File: config.mk
export PLATFORM = sky130hd
export DESIGN_NAME = vcc_top
export DESIGN_NICKNAME = d
export VERILOG_FILES = /design/src/hdl/vcc_pkg.sv /design/src/hdl/vcc_top.sv
export SDC_FILE = /design/constraint.sdc
export NUM_CORES = 1
export LEC_CHECK = 0
export ABC_AREA = 1
export BUFFER_PORTS_ARGS = -buffer_cell sky130_fd_sc_hd__buf_2
export CAP_MARGIN = 25
export CORE_ASPECT_RATIO = 0.6
export CORE_MARGIN = 1
export CORE_UTILIZATION = 51
export CTS_BUF_LIST = sky130_fd_sc_hd__clkbuf_4
export DETAILED_ROUTE_END_ITERATION = 8
export GPL_ROUTABILITY_DRIVEN = 0
export MAX_ROUTING_LAYER = met4
export PLACE_DENSITY = 0.73
export SLEW_MARGIN = 20
export SYNTH_ARGS = -nofsm -noshare
export SYNTH_HDL_FRONTEND = slang
export SYNTH_SLANG_ARGS = --single-unit
export TNS_END_PERCENT = 1
File: constraint.sdc
create_clock -name SYS_CLK_IN -period 4.75 [get_ports SYS_CLK_IN]
set_input_delay 0.95 -clock SYS_CLK_IN [delete_from_list [all_inputs] [get_ports SYS_CLK_IN]]
set_output_delay 0.95 -clock SYS_CLK_IN [all_outputs]
set_load 0.01 [all_outputs]
File: src/hdl/vcc_pkg.sv
// Purpose: constants and types for the oscillator calibration register bank
// Assumes: classic wishbone, 32-bit data, byte address = 4 * index
// Notes:   offsets below are register indices
package vcc_pkg;

  localparam int unsigned CLK_MHZ = 100;

  // register indices
  localparam logic [7:0] IDX_CAL_CONTROL    = 8'h50;
  localparam logic [7:0] IDX_BIAS_WRITE     = 8'h51;
  localparam logic [7:0] IDX_BIAS_SETTLE    = 8'h52;
  localparam logic [7:0] IDX_RF_CODE_WRITE  = 8'h53;
  localparam logic [7:0] IDX_RF_REF_COUNT   = 8'h54;
  localparam logic [7:0] IDX_RF_SETTLE      = 8'h55;
  localparam logic [7:0] IDX_RF_STARTUP     = 8'h56;
  localparam logic [7:0] IDX_IF_CODE_WRITE  = 8'h57;
  localparam logic [7:0] IDX_IF_REF_COUNT   = 8'h58;
  localparam logic [7:0] IDX_IF_SETTLE      = 8'h59;
  localparam logic [7:0] IDX_IF_STARTUP     = 8'h5a;
  localparam logic [7:0] IDX_BIAS_READBACK  = 8'h5b;
  localparam logic [7:0] IDX_RF_CODE_READ   = 8'h5c;
  localparam logic [7:0] IDX_IF_CODE_READ   = 8'h5d;
  localparam logic [7:0] IDX_PROGRESS       = 8'h5e;
  localparam logic [7:0] IDX_IF_LOOP_CUR    = 8'h3e;
  localparam logic [7:0] IDX_IF_LOOP_CUR_RD = 8'hce;
  localparam logic [7:0] IDX_IRQ_STATUS     = 8'he0;
  localparam logic [7:0] IDX_IRQ_MASK       = 8'he1;

  // reset values
  localparam logic [7:0]  RST_TICK_DIV      = 8'h14;
  localparam logic [4:0]  RST_BIAS          = 5'h00;
  localparam logic [5:0]  RST_BIAS_SETTLE   = 6'h06;
  localparam logic [8:0]  RST_CODE          = 9'h000;
  localparam logic [9:0]  RST_RF_REF        = 10'h15e;
  localparam logic [15:0] RST_RF_SETTLE     = 16'h0d06;
  localparam logic [9:0]  RST_RF_STARTUP    = 10'h12c;
  localparam logic [9:0]  RST_IF_REF        = 10'h1c2;
  localparam logic [15:0] RST_IF_SETTLE     = 16'h0d0d;
  localparam logic [9:0]  RST_IF_STARTUP    = 10'h145;

  // field positions
  localparam int unsigned POS_IF_GO   = 2;
  localparam int unsigned POS_RF_GO   = 1;
  localparam int unsigned POS_BIAS_GO = 0;
  localparam int unsigned POS_HI_CUR  = 7;
  localparam int unsigned SETTLE_UNIT_SHIFT = 3; // units of 8 us

  // a calibration run's timing in microsecond ticks
  typedef struct packed {
    logic [15:0] start_wait;
    logic [15:0] settle_open;
    logic [15:0] settle_closed;
  } vcc_run_times_s;

  typedef enum logic [1:0] {
    PH_IDLE,
    PH_START,
    PH_OPEN,
    PH_CLOSED
  } vcc_phase_e;

endpackage : vcc_pkg

File: src/hdl/vcc_top.sv
// Purpose: oscillator calibration register bank and run sequencer
// Assumes: classic wishbone slave, word-aligned, sync reset
// Notes:   analog comparators and search algorithm live outside
`timescale 1ns/100ps
module vcc_top (
  input  wire logic        SYS_CLK_IN,
  input  wire logic        SRST_IN,
  input  wire logic        WB_CYC_IN,
  input  wire logic        WB_STB_IN,
  input  wire logic        WB_WE_IN,
  input  wire logic [31:0] WB_ADR_IN,
  input  wire logic [3:0]  WB_SEL_IN,
  input  wire logic [31:0] WB_DAT_IN,
  output logic      [31:0] WB_DAT_OUT,
  output logic             WB_ACK_OUT,
  output logic             WB_ERR_OUT,
  output logic             IRQ_OUT,
  output logic             US_TICK_OUT,
  output logic      [2:0]  CAL_BUSY_OUT,
  output logic      [4:0]  BIAS_SETTING_OUT,
  output logic      [8:0]  RF_CODE_OUT,
  output logic      [8:0]  IF_CODE_OUT,
  output logic      [9:0]  RF_REF_COUNT_OUT,
  output logic      [9:0]  IF_REF_COUNT_OUT,
  output logic      [4:0]  IF_LOOP_CURRENT_OUT
);

  // bus decode
  logic        req;
  logic [7:0]  idx;
  logic        wr;
  logic        hit;
  logic        ack_ff;
  logic        err_ff;
  logic [31:0] rd_ff;
  logic [31:0] nxt_rd;
  logic        nxt_hit;

  // registers
  logic [7:0]  tick_divisor_mhz_ff;
  logic [4:0]  bias_ff;
  logic [5:0]  bias_settle_ff;
  logic [8:0]  rf_code_ff;
  logic [8:0]  if_code_ff;
  logic [9:0]  rf_ref_ff;
  logic [9:0]  if_ref_ff;
  logic [15:0] rf_settle_ff;
  logic [15:0] if_settle_ff;
  logic [9:0]  rf_startup_ff;
  logic [9:0]  if_startup_ff;
  logic        if_osc_high_current_ff;
  logic [3:0]  if_loop_current_ff;
  logic [2:0]  irq_stat_ff;
  logic [2:0]  irq_mask_ff;
  logic [2:0]  nxt_irq_stat;

  // timebase
  logic [7:0]  div_cnt_ff;
  logic        tick_ff;
  logic [7:0]  div_limit;

  // sequencers: 0 bias, 1 rf, 2 if
  vcc_pkg::vcc_phase_e phase_ff [3];
  logic [15:0] wait_ff [3];
  logic [2:0]  go;
  logic [2:0]  done;
  vcc_pkg::vcc_run_times_s times [3];

  function automatic logic [15:0] settle_us(input logic [7:0] units);
    settle_us = {5'h00, units, 3'h0};
  endfunction : settle_us

  // write strobe aimed at one register index
  function automatic logic wr_to(input logic [7:0] ix);
    wr_to = wr && idx == ix;
  endfunction : wr_to

  // countdown reaches its last tick
  function automatic logic last_tick(input logic [15:0] w);
    last_tick = w <= 16'h0001;
  endfunction : last_tick

  assign req = WB_CYC_IN && WB_STB_IN && !ack_ff && !err_ff;
  assign idx = WB_ADR_IN[9:2];
  assign wr  = req && WB_WE_IN && hit && WB_SEL_IN[0];

  always_comb begin
    nxt_hit = 1'b1;
    nxt_rd  = 32'h0000_0000;
    case (idx)
      vcc_pkg::IDX_CAL_CONTROL,
      vcc_pkg::IDX_BIAS_WRITE,
      vcc_pkg::IDX_BIAS_SETTLE,
      vcc_pkg::IDX_RF_CODE_WRITE,
      vcc_pkg::IDX_RF_REF_COUNT,
      vcc_pkg::IDX_RF_SETTLE,
      vcc_pkg::IDX_RF_STARTUP,
      vcc_pkg::IDX_IF_CODE_WRITE,
      vcc_pkg::IDX_IF_REF_COUNT,
      vcc_pkg::IDX_IF_SETTLE,
      vcc_pkg::IDX_IF_STARTUP,
      vcc_pkg::IDX_IF_LOOP_CUR: nxt_rd = 32'h0000_0000;
      vcc_pkg::IDX_BIAS_READBACK: begin
        nxt_rd = {27'h0000000, bias_ff};
      end
      vcc_pkg::IDX_RF_CODE_READ: begin
        nxt_rd = {23'h000000, rf_code_ff};
      end
      vcc_pkg::IDX_IF_CODE_READ: begin
        nxt_rd = {23'h000000, if_code_ff};
      end
      vcc_pkg::IDX_PROGRESS: begin
        nxt_rd = {29'h00000000, CAL_BUSY_OUT};
      end
      vcc_pkg::IDX_IF_LOOP_CUR_RD: begin
        nxt_rd = {24'h000000, if_osc_high_current_ff, 3'h0,
                  if_loop_current_ff};
      end
      vcc_pkg::IDX_IRQ_STATUS: begin
        nxt_rd = {29'h00000000, irq_stat_ff};
      end
      vcc_pkg::IDX_IRQ_MASK: begin
        nxt_rd = {29'h00000000, irq_mask_ff};
      end
      default: nxt_hit = 1'b0;
    endcase
  end
  assign hit = nxt_hit;

  // bus answer one cycle after request
  always_ff @(posedge SYS_CLK_IN) begin
    if (SRST_IN) begin
      ack_ff <= 1'b0;
      err_ff <= 1'b0;
      rd_ff  <= 32'h0000_0000;
    end else begin
      ack_ff <= req && hit;
      err_ff <= req && !hit;
      if (req && hit && !WB_WE_IN) begin
        rd_ff <= nxt_rd;
      end
    end
  end

  // configuration registers
  always_ff @(posedge SYS_CLK_IN) begin
    if (SRST_IN) begin
      tick_divisor_mhz_ff    <= vcc_pkg::RST_TICK_DIV;
      bias_settle_ff         <= vcc_pkg::RST_BIAS_SETTLE;
      rf_code_ff             <= vcc_pkg::RST_CODE;
      if_code_ff             <= vcc_pkg::RST_CODE;
      rf_ref_ff              <= vcc_pkg::RST_RF_REF;
      if_ref_ff              <= vcc_pkg::RST_IF_REF;
      rf_settle_ff           <= vcc_pkg::RST_RF_SETTLE;
      if_settle_ff           <= vcc_pkg::RST_IF_SETTLE;
      rf_startup_ff          <= vcc_pkg::RST_RF_STARTUP;
      if_startup_ff          <= vcc_pkg::RST_IF_STARTUP;
      if_osc_high_current_ff <= 1'b0;
      if_loop_current_ff     <= 4'h0;
      irq_mask_ff            <= 3'h0;
    end else if (wr) begin
      case (idx)
        vcc_pkg::IDX_CAL_CONTROL: begin
          if (WB_SEL_IN[1]) begin
            tick_divisor_mhz_ff <= WB_DAT_IN[15:8];
          end
        end
        vcc_pkg::IDX_BIAS_SETTLE: begin
          bias_settle_ff <= WB_DAT_IN[5:0];
        end
        vcc_pkg::IDX_RF_CODE_WRITE: begin
          if (WB_SEL_IN[1]) begin
            rf_code_ff <= WB_DAT_IN[8:0];
          end
        end
        vcc_pkg::IDX_IF_CODE_WRITE: begin
          if (WB_SEL_IN[1]) begin
            if_code_ff <= WB_DAT_IN[8:0];
          end
        end
        vcc_pkg::IDX_RF_REF_COUNT: begin
          if (WB_SEL_IN[1]) begin
            rf_ref_ff <= WB_DAT_IN[9:0];
          end
        end
        vcc_pkg::IDX_IF_REF_COUNT: begin
          if (WB_SEL_IN[1]) begin
            if_ref_ff <= WB_DAT_IN[9:0];
          end
        end
        vcc_pkg::IDX_RF_SETTLE: begin
          if (WB_SEL_IN[1]) begin
            rf_settle_ff <= WB_DAT_IN[15:0];
          end
        end
        vcc_pkg::IDX_IF_SETTLE: begin
          if (WB_SEL_IN[1]) begin
            if_settle_ff <= WB_DAT_IN[15:0];
          end
        end
        vcc_pkg::IDX_RF_STARTUP: begin
          if (WB_SEL_IN[1]) begin
            rf_startup_ff <= WB_DAT_IN[9:0];
          end
        end
        vcc_pkg::IDX_IF_STARTUP: begin
          if (WB_SEL_IN[1]) begin
            if_startup_ff <= WB_DAT_IN[9:0];
          end
        end
        vcc_pkg::IDX_IF_LOOP_CUR: begin
          if_osc_high_current_ff <= WB_DAT_IN[vcc_pkg::POS_HI_CUR];
          if_loop_current_ff     <= WB_DAT_IN[3:0];
        end
        vcc_pkg::IDX_IRQ_MASK: begin
          irq_mask_ff <= WB_DAT_IN[2:0];
        end
        default: ;
      endcase
    end
  end

  // bias setting: loaded by software only, the bias run does not change it
  always_ff @(posedge SYS_CLK_IN) begin
    if (SRST_IN) begin
      bias_ff <= vcc_pkg::RST_BIAS;
    end else if (wr_to(vcc_pkg::IDX_BIAS_WRITE)) begin
      bias_ff <= WB_DAT_IN[4:0];
    end
  end

  // start pulses, only on a one
  assign go[0] = wr && idx == vcc_pkg::IDX_CAL_CONTROL &&
                 WB_DAT_IN[vcc_pkg::POS_BIAS_GO];
  assign go[1] = wr && idx == vcc_pkg::IDX_CAL_CONTROL &&
                 WB_DAT_IN[vcc_pkg::POS_RF_GO];
  assign go[2] = wr && idx == vcc_pkg::IDX_CAL_CONTROL &&
                 WB_DAT_IN[vcc_pkg::POS_IF_GO];

  // divisor 0 counts as 1
  assign div_limit = (tick_divisor_mhz_ff == 8'h00) ? 8'h01 :
                     tick_divisor_mhz_ff;

  // microsecond timebase
  always_ff @(posedge SYS_CLK_IN) begin
    if (SRST_IN) begin
      div_cnt_ff <= 8'h00;
      tick_ff    <= 1'b0;
    end else if (div_cnt_ff + 8'h01 >= div_limit) begin
      div_cnt_ff <= 8'h00;
      tick_ff    <= 1'b1;
    end else begin
      div_cnt_ff <= div_cnt_ff + 8'h01;
      tick_ff    <= 1'b0;
    end
  end

  // per-run timing; bias run programs only its settle period, start and closed waits are one tick
  assign times[0] = '{start_wait: 16'h0001,
                      settle_open: {10'h000, bias_settle_ff},
                      settle_closed: 16'h0001};
  assign times[1] = '{start_wait: {6'h00, rf_startup_ff},
                      settle_open: settle_us(rf_settle_ff[15:8]),
                      settle_closed: settle_us(rf_settle_ff[7:0])};
  assign times[2] = '{start_wait: {6'h00, if_startup_ff},
                      settle_open: settle_us(if_settle_ff[15:8]),
                      settle_closed: settle_us(if_settle_ff[7:0])};

  generate
    for (genvar g = 0; g < 3; g++) begin : g_run
      assign done[g] = phase_ff[g] == vcc_pkg::PH_CLOSED &&
                       tick_ff && last_tick(wait_ff[g]);
      always_ff @(posedge SYS_CLK_IN) begin
        if (SRST_IN) begin
          phase_ff[g] <= vcc_pkg::PH_IDLE;
          wait_ff[g]  <= 16'h0000;
        end else begin
          case (phase_ff[g])
            vcc_pkg::PH_IDLE: begin
              if (go[g]) begin
                phase_ff[g] <= vcc_pkg::PH_START;
                wait_ff[g]  <= times[g].start_wait;
              end
            end
            vcc_pkg::PH_START: begin
              if (tick_ff) begin
                if (wait_ff[g] <= 16'h0001) begin
                  phase_ff[g] <= vcc_pkg::PH_OPEN;
                  wait_ff[g]  <= times[g].settle_open;
                end else begin
                  wait_ff[g] <= wait_ff[g] - 16'h0001;
                end
              end
            end
            vcc_pkg::PH_OPEN: begin
              if (tick_ff) begin
                if (wait_ff[g] <= 16'h0001) begin
                  phase_ff[g] <= vcc_pkg::PH_CLOSED;
                  wait_ff[g]  <= times[g].settle_closed;
                end else begin
                  wait_ff[g] <= wait_ff[g] - 16'h0001;
                end
              end
            end
            vcc_pkg::PH_CLOSED: begin
              if (tick_ff) begin
                if (wait_ff[g] <= 16'h0001) begin
                  phase_ff[g] <= vcc_pkg::PH_IDLE;
                end else begin
                  wait_ff[g] <= wait_ff[g] - 16'h0001;
                end
              end
            end
            default: phase_ff[g] <= vcc_pkg::PH_IDLE;
          endcase
        end
      end
      assign CAL_BUSY_OUT[g] =
        phase_ff[g] != vcc_pkg::PH_IDLE;
    end
  endgenerate

  // completion status: set wins over write-one-clear
  always_comb begin
    nxt_irq_stat = irq_stat_ff | done;
    if (wr_to(vcc_pkg::IDX_IRQ_STATUS)) begin
      nxt_irq_stat = (irq_stat_ff & ~WB_DAT_IN[2:0]) | done;
    end
  end

  always_ff @(posedge SYS_CLK_IN) begin
    if (SRST_IN) begin
      irq_stat_ff <= 3'h0;
    end else begin
      irq_stat_ff <= nxt_irq_stat;
    end
  end

  assign WB_DAT_OUT          = rd_ff;
  assign WB_ACK_OUT          = ack_ff;
  assign WB_ERR_OUT          = err_ff;
  assign IRQ_OUT             = |(irq_stat_ff & irq_mask_ff);
  assign US_TICK_OUT         = tick_ff;
  assign BIAS_SETTING_OUT    = bias_ff;
  assign RF_CODE_OUT         = rf_code_ff;
  assign IF_CODE_OUT         = if_code_ff;
  assign RF_REF_COUNT_OUT    = rf_ref_ff;
  assign IF_REF_COUNT_OUT    = if_ref_ff;
  assign IF_LOOP_CURRENT_OUT = {if_osc_high_current_ff, if_loop_current_ff};

endmodule : vcc_top
# ---- After elaboration in Yosys (flattened, before gate mapping)
# Memories as Yosys holds them, arrays and structs flattened.
# Index checks and enable logic that the tools add are counted.
dict set report totals {
  ff_bits 163
  ram_bits 54
  wordCells 255
  memories 2
}
# memory depth word_bits read_ports rd_ports_with_merged_regs write_ports line_no
set mem_list {}
lappend mem_list {wait_ff 3 16 3 0 3 vcc_top.sv:64} ;# logic [15:0] wait_ff [3];
lappend mem_list {phase_ff 3 2 3 0 3 vcc_top.sv:63} ;# vcc_pkg::vcc_phase_e phase_ff [3];
dict set report op_classes {
  add_sub_neg 4
  n_lt_le_gt_ge 4
  n_eq_ne 28
  n_mux 115
  n_bitwise 35
  reduce_logical 47
}
# op n
set ops {}
lappend ops {{16-bit 2-to-1 mux} 18}
lappend ops {{8-bit by 7-bit equality test with 1-bit output, second input constant} 15}
lappend ops {{1-bit 2-to-1 mux} 82}
lappend ops {{9-bit case mux with 7 select lines} 1}
lappend ops {{16-bit by 1-bit <= comparator with 1-bit output, second input constant} 3}
lappend ops {{16-bit by 1-bit subtractor with 16-bit output, second input constant} 3}
lappend ops {{1-bit OR} 30}
lappend ops {{3-bit AND reduction} 9}
lappend ops {{8-bit equality test, second input constant} 3}
lappend ops {{2-bit 2-to-1 mux} 12}
lappend ops {{1-bit logical AND} 21}
lappend ops {{19-bit OR reduction} 1}
lappend ops {{2-bit equality test, second input constant} 6}
lappend ops {{8-bit by 1-bit adder with 8-bit output, second input constant} 1}
lappend ops {{8-bit by 6-bit equality test with 1-bit output, second input constant} 1}
lappend ops {{8-bit greater-or-equal comparator} 1}
lappend ops {{8-bit logical NOT} 1}
lappend ops {{8-bit 2-to-1 mux} 1}
lappend ops {{3-bit AND} 2}
lappend ops {{2-bit by 1-bit equality test with 1-bit output, second input constant} 3}
lappend ops {{2-bit logical NOT} 3}
lappend ops {{3-bit OR} 2}
lappend ops {{2-bit AND reduction} 3}
lappend ops {{2-bit nonzero test} 3}
lappend ops {{other kinds (5)} 8}

# ---- Logic depth before layout (Yosys ltp)
dict set report depth {
  ltp_word 18
  mapped_depth 16
  mapped_depth_nobuf 16
}

# ---- Worst setup path before layout
# Ideal clock, no wire load.
dict set report synth_timing {
  path_type {input-to-reg}
  start {in WB_ADR_IN[4]}
  end {mem wait_ff[1][0], enable pin}
  setup_ns 0.375
  t_arrival_ns 2.562
  path_slack_ns 1.813
  path_stages 12
  n_path_buf 1
  path_cell_list {nor2_1 -> inv_1 -> nor2_2 -> nand2_1 -> nand3_1 -> nor2_1 -> nand3_2 -> nand4_1 -> nor2_1 -> buf_2 -> inv_1 -> nand3_1}
}
# element line_no
set synth_lines {}
lappend synth_lines {{start: declaration} vcc_top.sv:11} ;# input wire logic [31:0] WB_ADR_IN,
lappend synth_lines {{end: declaration} vcc_top.sv:64}

==> flow_summary.yaml <==
status:
  outcome: "finished clean"
critical_path:
  path_cells: "inv_1 > ha_1 > nor2_1 > nor2_1 > nand4_1 > nand2_1 > inv_1 > nand2_1 > clkinv_1 > nor2_1 > nand3_1"
  worstSetupPathType: "reg2reg"
  crit_family: "simple AND/OR/NAND/NOR gates"
  cp.required_ns: 4.89
  startpoint_type: "flip-flop"
  arrival_ns: 3.74
  r2r_setup_slack_ns: 1.15
  reg2reg_to: "wait_ff[1][4]"
  max_stage_delay_ns: 0.72
  end_kind: "flip-flop"
  slowest_stage: "nand3_1"
  crit_buf_inv: 3
  cp_common_cell: "nor2_1"
  path_max_fanout: 16
  r2r_start: "wait_ff[1][0]"
  reg2reg_depth: 11
hold_path:
  hold_end: "WB_DAT_OUT[8]"
  worstHoldPathType: "reg2reg"
  whs_path_depth: 2
  min_from: "WB_DAT_OUT[8]"
timing:
  max_freq_mhz: 278
  slew_viol_final: 0
  finalHoldViolations: 0
  rsz0062_at_grt: "false"
  setup_viol: 0
  slew-limit-headroom: 0.357
  min_period_over_period: 0.757
  tightest_slew_ns: 0.961
  period_minus_slack_ns: 3.60
  finClkSkew_ns: 0.0170
  setup-tns-final_ns: 0
synthesis:
  synth_area_per_cell_um2: 7.70
  synth_top_area_share: 0.295
  synth-seq-cells: 194
  synth_edf_count: 54
  async_reset_ff_frac: 0
  synth_common_cells: "nand2_1, nor2_1, dfxtp_1"
  synth_most_common_cell: "nand2_1"
  synth.area.top_cells: "dfxtp_1, edfxtp_1, nand2_1, nor2_1, o21ai_0"
  yosysTopAreaCell: "dfxtp_1"
  seq_area_frac_synth: 0.465
  syn_area_um2: 9510
  yosysUniqueCellTypes: 43
  ys.flop_type: "dfxtp_1"
  ys_warn_count: 0
  synthCells: 1234
clock_network:
  post_cts_resized: 0
  cts_setup_buffers: 0
  htree_levels: 4
  cts_tree: "done"
  path_clk_slew_ns: 0.16
  cts_hold_buf: 0
  cts.sink_count: 194
  clk_path_buf_depth: 2
  cts_root_buffer: "clkbuf_4"
  clk_latency_ns: 0.61
  cts_buffers: 17
die:
  design.core.area_um2: 18200
  dieArea_um2: 19200
  die_h_um: 108
  start_util: 0.523
  io_pins: 160
  fp.dieW_um: 178
  core.rowCount: 38
routing:
  post-route-drc-count: 0
  drtIter0Drc: 874
  wl_per_cell_um: 15.9
  wl_met1_um: 12400
  via_per_inst: 5.39
  wirelength_um: 25000
  met2_length_um: 10100
  vias: 8461
  drt_pass1_iterations: 6
  highest_layer: "met4"
  dr_wl_met3_um: 2400
  ant_nets: 0
cells_and_area:
  finalNetCount: 1404
  area_growth_pct: 9.77
  diodes: 0
  drive_above_1_share: 0.122
  postLayoutCoreUtil: 0.574
grt:
  antenna_found_initial: 0
  grt_pass1_wl_um: 39900
  grt_max_degree: 120
  first_global_vias: 7710
  grt.overflow.total: 0
  gr-usage-all-layers: 0.279
power_and_ir_drop:
  power.density_nw_per_um2: 285
  leakage_nw: 4.85
  ir_drop_mv: 0.265
flow_run:
  drv_cap: 0
placement:
  portBuffers: 94
  place_hpwl_um: 17900
[sequential cells by signal (all words and copies together), names as in the netlist, 6 cells and up]
| signal | flops |
|---|---|
| IF_CODE_OUT | 9 |
| IF_REF_COUNT_OUT | 10 |
| RF_CODE_OUT | 9 |
| RF_REF_COUNT_OUT | 10 |
| WB_DAT_OUT | 9 |
| bias_settle_ff | 6 |
| div_cnt_ff | 8 |
| if_settle_ff | 16 |
| if_startup_ff | 10 |
| phase_ff | 6 |
| rf_settle_ff | 16 |
| rf_startup_ff | 10 |
| tick_divisor_mhz_ff | 8 |
| wait_ff | 48 |
[cell usage in the layout, fill, tap and decap left out, types with 6 or more instances in the layout]
master and instances:
nor2_2 6, a21oi_1 109, xnor2_1 15, o21ai_0 116
conb_1 23, inv_1 121, dfxtp_1 140, inv_2 7
nand3_1 57, nor3_1 24, nor2_1 167, edfxtp_1 54
buf_4 7, nand2_1 224, clkbuf_4 17, nand4_1 10
o211ai_1 31, buf_2 94, xor2_1 26, ha_1 15
[worst max-delay path by stage]
stage,startpoint,to,slack (ns),cells after the start
after floorplan,WB_ADR_IN[4],wait_ff[1][0],1.81,12
after global placement,SRST_IN,wait_ff[1][9],1.10,6
after detailed placement,SRST_IN,wait_ff[1][8],1.03,6
after CTS,wait_ff[1][0],wait_ff[1][7],1.10,11
after global routing,wait_ff[1][0],wait_ff[1][5],0.71,11
final,wait_ff[1][0],wait_ff[1][4],1.15,11
[worst min-delay path, stage by stage (launching register included)]
cell	delay (ns)
dfxtp_1	0.34
nand2_1	0.06
a21oi_1	0.05
[per-layer routing]
layer  vias up  global-route usage
li1       4218                   -
met1      3912               0.405
met2       316               0.384
met3        15              0.0766
met4         0              0.0563
met5         -                   -
[power by group]
group	internal, W	total [W]	switching, W	leakage [nW]
clock	0.000435	0.00106	0.000626	0.182
combinational	0.0000487	0.000176	0.000127	2.98
sequential	0.00172	0.00173	0.0000168	1.69
total	0.00220	0.00297	0.000770	4.85
[metrics by stage]
stage | instances | total power [W] | setup WS, ns | cell area, um2 | hold slack [ns]
finish | 1569 | 0.00297 | 1.15 | 10400 | 0.467
global route | 1569 | 0.00306 | 0.705 | 10400 | 0.511
CTS | 1568 | 0.00297 | 1.10 | 10400 | 0.472
detailed placement | 1536 | 0.00194 | 1.03 | 10100 | 0.453
global placement | 1536 | 0.00194 | 1.10 | 10100 | 0.443
floorplan | 1256 | 0.00189 | 1.81 | 9590 | 0.429
[final cells by class]
class,count,area [um2]
fillers,1729,7730
flip-flops and latches,194,4420
multi-input cells,868,4320
repair buffers,102,543
inverters,133,499
well taps,240,300
clock inverters,15,220
clock buffers,17,128
[cells by family (layout without fill, tap and decap cells)]
logic type	count (synthesis)	after routing	share of synthesized area
simple gates	516	516	0.231
compound gates	273	273	0.157
flops	194	194	0.465
buf+inv	194	267	0.0889
xor+xnor	41	41	0.0378
fa+ha+maj	15	15	0.0197
other cells	1	23	0.000395
No activity file was read; power rests on OpenSTA's default activity.
